<file path="src/common/pcisc_pkg.sv">
// Purpose: Shared constants and types of the configuration status and
//          class identification block.
// Assumes: One clock, synchronous active-low reset.
// Notes:   Offsets are configuration-space byte offsets.
package pcisc_pkg;

   // ****************************************************************
   // Register offsets and field positions.
   // ****************************************************************
   localparam logic [7:0] CMD_OFS = 8'h04;
   localparam logic [7:0] STATUS_OFS = 8'h06;
   localparam logic [7:0] CLASS_OFS = 8'h08;
   localparam int PARITY_RESP_BIT = 6;
   localparam int SERR_ENABLE_BIT = 8;
   localparam int DET_PAR_BIT = 15;
   localparam int SIG_SERR_BIT = 14;
   localparam int RCV_MASTER_ABORT_BIT = 13;
   localparam int RCV_TABORT_BIT = 12;
   localparam int SIG_TABORT_BIT = 11;
   localparam int MST_DPAR_BIT = 8;
   localparam logic [15:0] STATUS_RESET = 16'h0210;
   localparam logic [15:0] STATUS_FIXED = 16'h0210;
   localparam logic [15:0] STATUS_STICKY = 16'hf900;
   localparam logic [15:0] CMD_WRITABLE = 16'h0140;
   localparam logic [1:0] DEVSEL_MEDIUM = 2'h1;
   localparam int DEVSEL_LSB = 9;

   // ****************************************************************
   // Class code fields.
   // ****************************************************************
   localparam logic [7:0] BASE_CLASS_SERIAL = 8'h0c;
   localparam logic [7:0] SUB_CLASS_1394 = 8'h00;
   localparam logic [7:0] PROG_IF_OPEN_HC = 8'h10;
   // Cycles from the address phase to the claim: medium timing.
   localparam int DEVSEL_WAIT_CYCLES = 2;

   // ****************************************************************
   // Carriers.
   // ****************************************************************
   typedef struct packed {
      logic addr_par;
      logic data_par;
      logic perr_seen;
      logic master_xfer;
      logic master_abort;
      logic tabort_rcv;
      logic signaled_target_abort_flag;
      logic serr_req;
   } pcisc_evt_t;

   typedef struct packed {
      logic rd;
      logic wr;
      logic [7:0] addr;
      logic [3:0] be;
      logic [31:0] wdata;
   } pcisc_cfg_t;

   typedef enum logic [2:0] {
      DS_IDLE = 3'h1,
      DS_WAIT = 3'h2,
      DS_CLAIM = 3'h4
   } pcisc_ds_state_t;

endpackage

</file>
<file path="src/core/pcisc_devsel.sv">
// Purpose: Claims a decoded transaction with medium select timing.
// Assumes: i_addr_phase marks the address phase clock of a transaction.
// Notes:   The claim holds until the bus logic reports the end.
`timescale 1ns/1ps
module pcisc_devsel
(
   input wire logic i_mclk,
   input wire logic i_rstn,
   input wire logic i_addr_phase,
   input wire logic i_hit,
   input wire logic i_xfer_end,
   output logic o_devsel_on
);

   typedef struct packed {
      pcisc_pkg::pcisc_ds_state_t st;
      logic claim;
   } pcisc_ds_regs_t;

   pcisc_ds_regs_t r;
   pcisc_ds_regs_t next_r;

   // ****************************************************************
   // Claim sequencer.
   // ****************************************************************
   // A hit waits one extra clock so the claim lands in the second clock
   // after the address phase, never the first.
   always_comb
   begin
      next_r = r;
      unique case (r.st)
         pcisc_pkg::DS_IDLE:
         begin
            if (i_addr_phase && i_hit)
            begin
               next_r.st = pcisc_pkg::DS_WAIT;
            end
         end
         pcisc_pkg::DS_WAIT:
         begin
            next_r.st = pcisc_pkg::DS_CLAIM;
            next_r.claim = 1'b1;
         end
         pcisc_pkg::DS_CLAIM:
         begin
            if (i_xfer_end)
            begin
               next_r.st = pcisc_pkg::DS_IDLE;
               next_r.claim = 1'b0;
            end
         end
         default:
         begin
            next_r.st = pcisc_pkg::DS_IDLE;
            next_r.claim = 1'b0;
         end
      endcase
   end

   // Registered state; reset parks the sequencer with no claim.
   always_ff @(posedge i_mclk)
   begin
      if (!i_rstn)
      begin
         r.st <= pcisc_pkg::DS_IDLE;
         r.claim <= 1'b0;
      end
      else
      begin
         r <= next_r;
      end
   end

   assign o_devsel_on = r.claim;

   a_devsel_medium: assert property (
      @(posedge i_mclk) disable iff (!i_rstn)
      (r.st == pcisc_pkg::DS_IDLE && i_addr_phase && i_hit)
      |=> !o_devsel_on ##1 o_devsel_on)
      else $error("Select claim not at medium timing.");

endmodule

</file>
<file path="src/core/pcisc_top.sv">
// Purpose: Status and class identification registers of the bus function,
//          with the command enables that gate error signalling.
// Assumes: Event inputs come from bus logic on the same clock.
// Notes:   Config port is dword addressed with byte enables.
//
// Function
// - Parity error detected sets status bit 15.
// - Signalled system error sets status bit 14.
// - Own cycle master abort sets bit 13.
// - Own cycle target abort sets bit 12.
// - Issuing target abort sets bit 11.
// - Select timing reads 01b; claim medium timing.
// - Master data parity needs error, mastering, enable.
// - Status bit 7 always reads zero.
// - Status bit 6 always reads zero.
// - Status bit 5 always reads zero.
// - Status bit 4 always reads one.
// - Status bits 3 to 0 read zero.
// - Base class field reads 0Ch.
// - Subclass field reads 00h.
// - Programming interface field reads 10h.
// - Silicon revision field fixed, always returned.
// - System error output only with its enable.
// - Parity error output only with response enable.
`timescale 1ns/1ps
module pcisc_top
#(
   // Arbitrary neutral revision value.
   parameter logic [7:0] SILICON_REVISION = 8'h5a
)
(
   input wire logic i_mclk,
   input wire logic i_rstn,
   input pcisc_pkg::pcisc_cfg_t i_cfg,
   input pcisc_pkg::pcisc_evt_t i_evt,
   input wire logic i_addr_phase,
   input wire logic i_hit,
   input wire logic i_xfer_end,
   output logic o_cfg_ack,
   output logic [31:0] o_cfg_rdata,
   output logic o_serr,
   output logic o_perr,
   output logic o_devsel_on
);

   // ****************************************************************
   // State.
   // ****************************************************************
   typedef struct packed {
      logic signaled_system_error_flag_en;
      logic parity_resp_en;
      logic [15:0] sticky;
      logic serr;
      logic perr;
      logic ack;
      logic [31:0] rdata;
   } pcisc_regs_t;

   pcisc_regs_t r;
   pcisc_regs_t next_r;
   logic [15:0] set_vec;
   logic [15:0] clr_vec;
   logic [5:0] dword;
   logic rd_cmd_status;
   logic rd_class;
   logic wr_cmd_status;

   // ****************************************************************
   // Functions.
   // ****************************************************************
   // Builds the status word from the sticky flags and the fixed bits.
   function automatic logic [15:0] status_word(input logic [15:0] flags);
      logic [15:0] w;
      w = flags & pcisc_pkg::STATUS_STICKY;
      w = w | pcisc_pkg::STATUS_FIXED;
      return w;
   endfunction

   // Builds the command word from the two implemented enables.
   function automatic logic [15:0] command_word(input logic serr_en,
                                                input logic parity_en);
      logic [15:0] w;
      w = 16'h0000;
      w[pcisc_pkg::SERR_ENABLE_BIT] = serr_en;
      w[pcisc_pkg::PARITY_RESP_BIT] = parity_en;
      return w;
   endfunction

   // The fixed class and revision dword.
   function automatic logic [31:0] class_word(input logic [7:0] rev);
      return {pcisc_pkg::BASE_CLASS_SERIAL, pcisc_pkg::SUB_CLASS_1394,
              pcisc_pkg::PROG_IF_OPEN_HC, rev};
   endfunction

   // ****************************************************************
   // Address decode.
   // ****************************************************************
   // The status half-word shares its dword with the command half-word,
   // so both decode to the same dword index.
   assign dword = i_cfg.addr[7:2];
   assign rd_cmd_status = i_cfg.rd && (dword == pcisc_pkg::CMD_OFS[7:2]);
   assign rd_class = i_cfg.rd && (dword == pcisc_pkg::CLASS_OFS[7:2]);
   assign wr_cmd_status = i_cfg.wr && (dword == pcisc_pkg::STATUS_OFS[7:2]);

   // ****************************************************************
   // Event collection.
   // ****************************************************************
   // Each hardware event maps onto its sticky status position.
   always_comb
   begin
      set_vec = 16'h0000;
      set_vec[pcisc_pkg::DET_PAR_BIT] = i_evt.addr_par
                                        | i_evt.data_par;
      set_vec[pcisc_pkg::SIG_SERR_BIT] = r.serr;
      set_vec[pcisc_pkg::RCV_MASTER_ABORT_BIT] = i_evt.master_abort;
      set_vec[pcisc_pkg::RCV_TABORT_BIT] = i_evt.tabort_rcv;
      set_vec[pcisc_pkg::SIG_TABORT_BIT] = i_evt.signaled_target_abort_flag;
      set_vec[pcisc_pkg::MST_DPAR_BIT] = i_evt.perr_seen
                                         & i_evt.master_xfer
                                         & r.parity_resp_en;
   end

   // Write-one-clear comes only through the upper status byte lane,
   // since every low status bit is read-only.
   always_comb
   begin
      clr_vec = 16'h0000;
      if (wr_cmd_status && i_cfg.be[3])
      begin
         clr_vec[15:8] = i_cfg.wdata[31:24];
      end
   end

   // ****************************************************************
   // Next state.
   // ****************************************************************
   always_comb
   begin
      next_r = r;
      // Set wins over clear so an event in the clearing cycle survives.
      next_r.sticky = ((r.sticky & ~clr_vec) | set_vec)
                      & pcisc_pkg::STATUS_STICKY;
      // Command enables, written through the low byte lanes.
      if (wr_cmd_status && i_cfg.be[0])
      begin
         next_r.parity_resp_en = i_cfg.wdata[pcisc_pkg::PARITY_RESP_BIT];
      end
      if (wr_cmd_status && i_cfg.be[1])
      begin
         next_r.signaled_system_error_flag_en = i_cfg.wdata[pcisc_pkg::SERR_ENABLE_BIT];
      end
      // System error is driven for address parity or a request from the
      // bus logic, but never without its enable.
      next_r.serr = r.signaled_system_error_flag_en
                    & (i_evt.addr_par | i_evt.serr_req);
      // Parity error response is driven only with its enable set.
      next_r.perr = r.parity_resp_en & i_evt.data_par;
      // One-cycle answer to every access; unmapped reads return zero.
      next_r.ack = i_cfg.rd | i_cfg.wr;
      next_r.rdata = 32'h0000_0000;
      if (rd_cmd_status)
      begin
         next_r.rdata = {status_word(r.sticky),
                         command_word(r.signaled_system_error_flag_en,
                                      r.parity_resp_en)};
      end
      else if (rd_class)
      begin
         next_r.rdata = class_word(SILICON_REVISION);
      end
   end

   // ****************************************************************
   // Registers.
   // ****************************************************************
   // Reset leaves all flags clear, so status reads its reset value.
   always_ff @(posedge i_mclk)
   begin
      if (!i_rstn)
      begin
         r.signaled_system_error_flag_en <= 1'b0;
         r.parity_resp_en <= 1'b0;
         r.sticky <= 16'h0000;
         r.serr <= 1'b0;
         r.perr <= 1'b0;
         r.ack <= 1'b0;
         r.rdata <= 32'h0000_0000;
      end
      else
      begin
         r <= next_r;
      end
   end

   assign o_cfg_ack = r.ack;
   assign o_cfg_rdata = r.rdata;
   assign o_serr = r.serr;
   assign o_perr = r.perr;

   // ****************************************************************
   // Select timing.
   // ****************************************************************
   // The claim logic runs medium timing to match the advertised code.
   pcisc_devsel u_devsel
   (
      .i_mclk(i_mclk),
      .i_rstn(i_rstn),
      .i_addr_phase(i_addr_phase),
      .i_hit(i_hit),
      .i_xfer_end(i_xfer_end),
      .o_devsel_on(o_devsel_on)
   );

   // ****************************************************************
   // Checks.
   // ****************************************************************
   a_parity_flag_set: assert property (
      @(posedge i_mclk) disable iff (!i_rstn)
      (i_evt.addr_par || i_evt.data_par)
      |=> r.sticky[pcisc_pkg::DET_PAR_BIT])
      else $error("Detected parity flag not set.");

   a_serr_flag_set: assert property (
      @(posedge i_mclk) disable iff (!i_rstn)
      o_serr |=> r.sticky[pcisc_pkg::SIG_SERR_BIT])
      else $error("Signalled system error flag not set.");

   a_serr_flag_cause: assert property (
      @(posedge i_mclk) disable iff (!i_rstn)
      $rose(r.sticky[pcisc_pkg::SIG_SERR_BIT]) |-> $past(o_serr))
      else $error("System error flag set without signalling.");

   a_master_abort_flag: assert property (
      @(posedge i_mclk) disable iff (!i_rstn)
      i_evt.master_abort |=> r.sticky[pcisc_pkg::RCV_MASTER_ABORT_BIT])
      else $error("Master abort flag not set.");

   a_tabort_rcv_flag: assert property (
      @(posedge i_mclk) disable iff (!i_rstn)
      i_evt.tabort_rcv |=> r.sticky[pcisc_pkg::RCV_TABORT_BIT])
      else $error("Received target abort flag not set.");

   a_signaled_target_abort_flag_flag: assert property (
      @(posedge i_mclk) disable iff (!i_rstn)
      i_evt.signaled_target_abort_flag |=> r.sticky[pcisc_pkg::SIG_TABORT_BIT])
      else $error("Signalled target abort flag not set.");

   a_status_fixed_bits: assert property (
      @(posedge i_mclk) disable iff (!i_rstn)
      rd_cmd_status |=> o_cfg_ack
      && o_cfg_rdata[26:25] == pcisc_pkg::DEVSEL_MEDIUM
      && o_cfg_rdata[23:16] == 8'h10)
      else $error("Fixed status bits read wrong.");

   a_dpar_flag_gate: assert property (
      @(posedge i_mclk) disable iff (!i_rstn)
      $rose(r.sticky[pcisc_pkg::MST_DPAR_BIT])
      |-> $past(i_evt.perr_seen) && $past(i_evt.master_xfer)
      && $past(r.parity_resp_en))
      else $error("Data parity flag set without all conditions.");

   a_class_read: assert property (
      @(posedge i_mclk) disable iff (!i_rstn)
      rd_class |=> o_cfg_ack
      && o_cfg_rdata == {8'h0c, 8'h00, 8'h10, SILICON_REVISION})
      else $error("Class and revision dword read wrong.");

   a_serr_gated: assert property (
      @(posedge i_mclk) disable iff (!i_rstn)
      o_serr |-> $past(r.signaled_system_error_flag_en))
      else $error("System error driven while disabled.");

   a_perr_gated: assert property (
      @(posedge i_mclk) disable iff (!i_rstn)
      o_perr |-> $past(r.parity_resp_en) && $past(i_evt.data_par))
      else $error("Parity error driven while disabled.");

   a_w1c_clears: assert property (
      @(posedge i_mclk) disable iff (!i_rstn)
      (wr_cmd_status && i_cfg.be[3]
       && i_cfg.wdata[24 + pcisc_pkg::RCV_MASTER_ABORT_BIT - 8]
       && !i_evt.master_abort)
      |=> !r.sticky[pcisc_pkg::RCV_MASTER_ABORT_BIT])
      else $error("Write one did not clear the flag.");

   a_w0_keeps: assert property (
      @(posedge i_mclk) disable iff (!i_rstn)
      (r.sticky[pcisc_pkg::DET_PAR_BIT]
       && !(wr_cmd_status && i_cfg.be[3] && i_cfg.wdata[31]))
      |=> r.sticky[pcisc_pkg::DET_PAR_BIT])
      else $error("Sticky flag lost without a write of one.");

endmodule

</file>
<file path="config.mk">
export PLATFORM = sky130hd
export DESIGN_NAME = pcisc_top
export DESIGN_NICKNAME = d
export VERILOG_FILES = /design/src/common/pcisc_pkg.sv /design/src/core/pcisc_devsel.sv /design/src/core/pcisc_top.sv
export SDC_FILE = /design/constraint.sdc
export NUM_CORES = 1
export LEC_CHECK = 0
export BUFFER_PORTS_ARGS = -buffer_cell sky130_fd_sc_hd__buf_2
export CAP_MARGIN = 15
export CORE_MARGIN = 10
export CORE_UTILIZATION = 35
export DETAILED_ROUTE_END_ITERATION = 10
export GPL_TIMING_DRIVEN = 1
export PLACE_DENSITY_LB_ADDON = 0.1
export SLEW_MARGIN = 20
export SYNTH_ARGS = -nofsm -noshare
export SYNTH_HDL_FRONTEND = slang
export SYNTH_SLANG_ARGS = --single-unit
export TNS_END_PERCENT = 30
</file>
<file path="constraint.sdc">
create_clock -name i_mclk -period 2.6 [get_ports i_mclk]
set_input_delay 0.26 -clock i_mclk [delete_from_list [all_inputs] [get_ports i_mclk]]
set_output_delay 0.26 -clock i_mclk [all_outputs]
set_load 0.01 [all_outputs]
</file>
======== After elaboration in Yosys (flattened, before gate mapping) ========
Cells that the tools add are included.
storage, ports and cells
  input port bits ......................... 59
  ROM bits ................................ 0
  latch bits .............................. 0
  logic and storage cells ................. 47
  register bits after elaboration ......... 57
  memories kept ........................... 0
  output and inout port bits .............. 36
  memory bits (writable) .................. 0
cells by class
  $lt $le $gt $ge ......................... 0
  equality and inequality tests ........... 7
  reductions and logical operators ........ 10
  multipliers ............................. 0
  bitwise gates (word level) .............. 12
  multiplexer cells ....................... 7
  add/subtract/negate cells ............... 0
  div/mod/pow operators ................... 0
  shift operators ......................... 0
operators by type and width
  cell                                                                      number
  32-bit two-way mux                                                        1
  28-bit two-way mux                                                        1
  16-bit bitwise AND                                                        1
  16-bit NOT                                                                1
  16-bit OR                                                                 1
  3-bit case mux with 3 select lines                                        1
  8-bit two-way mux                                                         1
  1-bit logical AND                                                         7
  6-bit by 1-bit equality test with 1-bit output (second input constant)    1
  6-bit by 2-bit equality test with 1-bit output (second input constant)    1
  1-bit bitwise AND                                                         4
  4-bit two-way mux                                                         1
  2-bit AND reduction                                                       2
  3-bit by 1-bit equality test with 1-bit output (second input constant)    1
  3-bit by 2-bit equality test with 1-bit output (second input constant)    1
  3-bit equality test (second input constant)                               1
  3-bit two-way mux                                                         1
  1-bit OR                                                                  3
  1-bit case mux with 3 select lines                                        1
  2-bit by 1-bit inequality test with 1-bit output (second input constant)  1
  2-bit inequality test (second input constant)                             1
  1-bit NOT                                                                 2
  2-bit OR reduction                                                        1

======== Longest topological paths before layout ========
  word-level depth ........................ 7
  mapped depth ............................ 4
  mapped depth without buffers ............ 3

======== Modules after synthesis ========
From an unflattened synthesis, not the netlist that was laid out.
second synthesis, totals
  cell total of the unflattened synthesis .. 123
  area total of the unflattened synthesis .. 1136.1 µm²
by module, submodules not included
  module        area each (µm²)  seq. area each (µm²)  instances  cells an instance
  pcisc_top     964.7            420.4                 1          105
  pcisc_devsel  171.4            80.1                  1          18

======== Worst setup path before layout ========
Ideal clock, no wire load.
  path type ............................... input to register
  start point ............................. input i_cfg[41] (netlist name)
  end point ............................... register r[46] (netlist name)
  arrival ................................. 988 ps
  path buffers ............................ 1
  required time ........................... 2479 ps
  path slack .............................. 1491 ps
  setup time .............................. 121 ps
  stages on the path ...................... 4
  cells stage by stage .................... nor4_4 -> and4_1 -> buf_4 -> a31oi_1
on the way
  cells in the longest elaborated chain, start to end .. 7
ends and longest elaborated chain
  item                                            RTL line          text
  start, declared                                 pcisc_top.sv:34   input pcisc_pkg::pcisc_cfg_t i_cfg,
  6-bit by 1-bit equality test with 1-bit output  pcisc_top.sv:103  assign wr_cmd_status = i_cfg.wr && (dword == pcisc_pkg::STATUS_OFS[7:2]);
  1-bit logical AND                               pcisc_top.sv:103
  1-bit logical AND                               pcisc_top.sv:128  if (wr_cmd_status && i_cfg.be[3])
  8-bit two-way mux                               pcisc_top.sv:128
  16-bit NOT                                      pcisc_top.sv:141  next_r.sticky = ((r.sticky & ~clr_vec) | set_vec)
  16-bit bitwise AND                              pcisc_top.sv:141
  16-bit OR                                       pcisc_top.sv:141
  end signal, assigned                            pcisc_top.sv:191  r <= next_r;
  end, declared                                   pcisc_top.sv:59   pcisc_regs_t r;
No other way between the ends.
A chain may end at the register's enable or synchronous reset.

======== Worst setup path in the final report ========
  start point ............................. register u_devsel.r[3] (netlist name)
  end point ............................... register u_devsel.r[1] (netlist name)
on the way
  cells in the longest elaborated chain, start to end .. 3
  elaborated cells between the ends (all ways) .. 7
  classes of those cells .................. 5 x eq/ne; 1 x mux; 1 x reduce/logical
ends and longest elaborated chain
  item                                                                                                               RTL line            text
  start, declared                                                                                                    pcisc_devsel.sv:20  pcisc_ds_regs_t r;
  start signal, assigned                                                                                             pcisc_devsel.sv:70  r <= next_r;
  3-bit by 1-bit equality test with 1-bit output / 3-bit equality test (equally long branches)                       pcisc_devsel.sv:31  unique case (r.st)
  2-bit by 1-bit inequality test with 1-bit output (no source line) / 2-bit inequality test (equally long branches)  --
  2-bit AND reduction (no source line)                                                                               --
Several ways; a longest one is shown, not always the timed one.

==> results.cfg <==
[sta]
fin_crit_ns = 1.20
fin_crit_sh_pct = 46.2
finalMaxSlewViolations = 0
rsz0062_at_grt = false
skew_ns = 0.00588
fin_tns_setup_ns = 0
setup_ws_ns = 1.40
hold_viol_final = 0
setup_viol = 0
fmax_mhz = 832

[synth]
yosysUniqueCellTypes = 26
synthFlopType = dfxtp_1
syn_area_um2 = 1140
syn_inst = 124
avgSynthCellArea_um2 = 9.18
synth_top_area_share_pct = 44.0
synthTopCellsByCount = buf_4, dfxtp_1, nand2_1
seq_area_frac_synth_pct = 44.0
yosysTopAreaCell = dfxtp_1
yosysMostFrequentCell = buf_4
ys_ff_latch = 25
synthTopCellsByArea = dfxtp_1, buf_4, a31oi_1
synthArstFlopShare_pct = 0
synth_edf_count = 0
yosys_warnings = 0

[clocking]
postCtsSetupBuffers = 0
clock_latency_ns = 0.31
numCtsBuffers = 3
cts.sinks = 25
cts_max_path_buffers = 2
cts_tree = done
clk_pin_slew_ns = 0.13
cts_hold_buf = 0
h-tree-depth = 1
cts_resized = 0
root_buffer = clkbuf_4

[worst_setup_path]
crit_chain = or3b_2, a21oi_1, o21ai_0
startpoint_type = register
critPathMaxFanout = 5
path_class = reg2reg
critical-path-slowest-cell = or3b_2
crit_path_end_kind = register
critPathMaxStageDelay_ns = 0.47
crit_arrival_ns = 1.39
path_buf_inv = 0
crit_required_ns = 2.79
crit_family = simple AND/OR/NAND/NOR gates

[global_route]
use_met3_pct = 4.90
antenna_found_initial = 0
busiest_layer = met2
grt_overflow = 0
grt_pass1_wl_mm = 4.13
grt_util_all_layers_pct = 8.34
met2_usage_pct = 15.5
globalRouteMet1Util_pct = 7.69
grt_max_degree = 19
grt_pass1_vias = 930

[detailed_routing]
dr.pass1.iters = 4
wl_per_cell_um = 12.8
num_vias = 855
drtIter0Drc = 34
drt_wl_total_mm = 2.60
drc = 0
antenna_left = 0
vias_per_cell = 4.21

[power]
power_mw = 0.627
p_per_area_nw_per_um2 = 491
power_leakage_nw = 0.637
ir_worst_vdd_uv = 306

[floorplanning]
design.core.area_um2 = 3080
io_pins = 95
die-area_um2 = 5930
die-width_um = 77.0
initial_utilization_pct = 37.0
placementRows = 20
fp.dieH_um = 77.0

[cells_and_area]
n_antenna_cell = 0
syn2layout_area_growth_pct = 12.2
final_net_count = 219
fin_util_pct = 41.5
drive_gt1_share_pct = 36.5

[status]
status = finished clean

[hold_path]
hp-class = in2reg

[placed_design]
gp_congestion = 0.733
post-place-ws_ns = 1.18
dp_hpwl_mm = 2.23
port_buffers = 50

[flow_run]
drv_cap = 0
## layout by cell type (no fill, tap or decap), drive strengths merged
cell type / synthesis / routed
a21oi: 5 / 5
a31oi: 6 / 6
and2: 5 / 5
and3: 2 / 2
and4: 2 / 2
buf: 34 / 50
clkbuf: 1 / 3
clkinvlp: 0 / 1
conb: 1 / 17
dfxtp: 25 / 25
inv: 4 / 4
mux2i: 2 / 2
nand2: 7 / 7
nand2b: 5 / 5
nand3: 2 / 2
nand4: 2 / 2
nand4b: 1 / 1
nor2: 6 / 6
nor2b: 1 / 1
nor3b: 1 / 1
nor4: 1 / 1
o21a: 2 / 2
o21ai: 6 / 6
o31ai: 1 / 1
or3b: 2 / 2
## registers in the layout, indices dropped and copies added (netlist names)
register              count
o_cfg_ack                 1
o_cfg_rdata              10
o_perr                    1
o_serr                    1
r                         8
u_devsel.o_devsel_on      1
u_devsel.r                3
## area by class of cell
class / count / area, µm²
clock buffers: 3 / 22.5
clock inverters: 1 / 7.51
fillers: 332 / 1800
inverters: 4 / 15.0
multi-input cells: 76 / 427
flip-flops and latches: 25 / 500
well taps: 44 / 55.1
repair buffers: 50 / 250
## power breakdown
group          switching, mW  total, mW  internal, mW  leakage (nW)
Sequential           0.00369      0.394         0.391         0.203
Combinational         0.0368     0.0630        0.0262         0.419
Clock                  0.111      0.169        0.0586        0.0139
Total                  0.151      0.627         0.475         0.637
## logic make-up after synthesis
kind of cell,count (synthesis),share of synthesized area [%]
DFF,25,44.0
AOI/OAI and AO/OA,20,10.1
and+or+nand+nor,37,20.0
buffers and inverters,39,23.8
muxes,2,1.76
other,1,0.329
## path summary, 6_finish.rpt
kind,to,slack (ns),cells after the start,startpoint
min reg2reg,o_cfg_rdata[8]$_SDFF_PN0_,0.44,2,r[52]$_SDFFE_PN0P_
max reg2reg,u_devsel.r[1]$_SDFFE_PN1P_,1.40,3,u_devsel.r[3]$_SDFFE_PN0P_
min,r[46]$_SDFF_PN0_,0.11,2,i_cfg[27]
max,u_devsel.r[1]$_SDFFE_PN1P_,1.40,3,u_devsel.r[3]$_SDFFE_PN0P_
## per-stage QoR
stage	cell area (µm²)	hold slack, ns	cells
floorplan	1200	0.359	140
global placement	1250	0.426	199
detailed placement	1250	0.419	199
CTS	1280	0.0960	203
global route	1280	0.0968	203
finish	1280	0.108	203
## routing by layer
layer	vias up	part of all wire, %
met2	32	52
met4	0	0.39
li1	435	-
met3	2	10
met1	386	37
met5	-	0
Note: power is estimated with default switching activity, not from simulation.
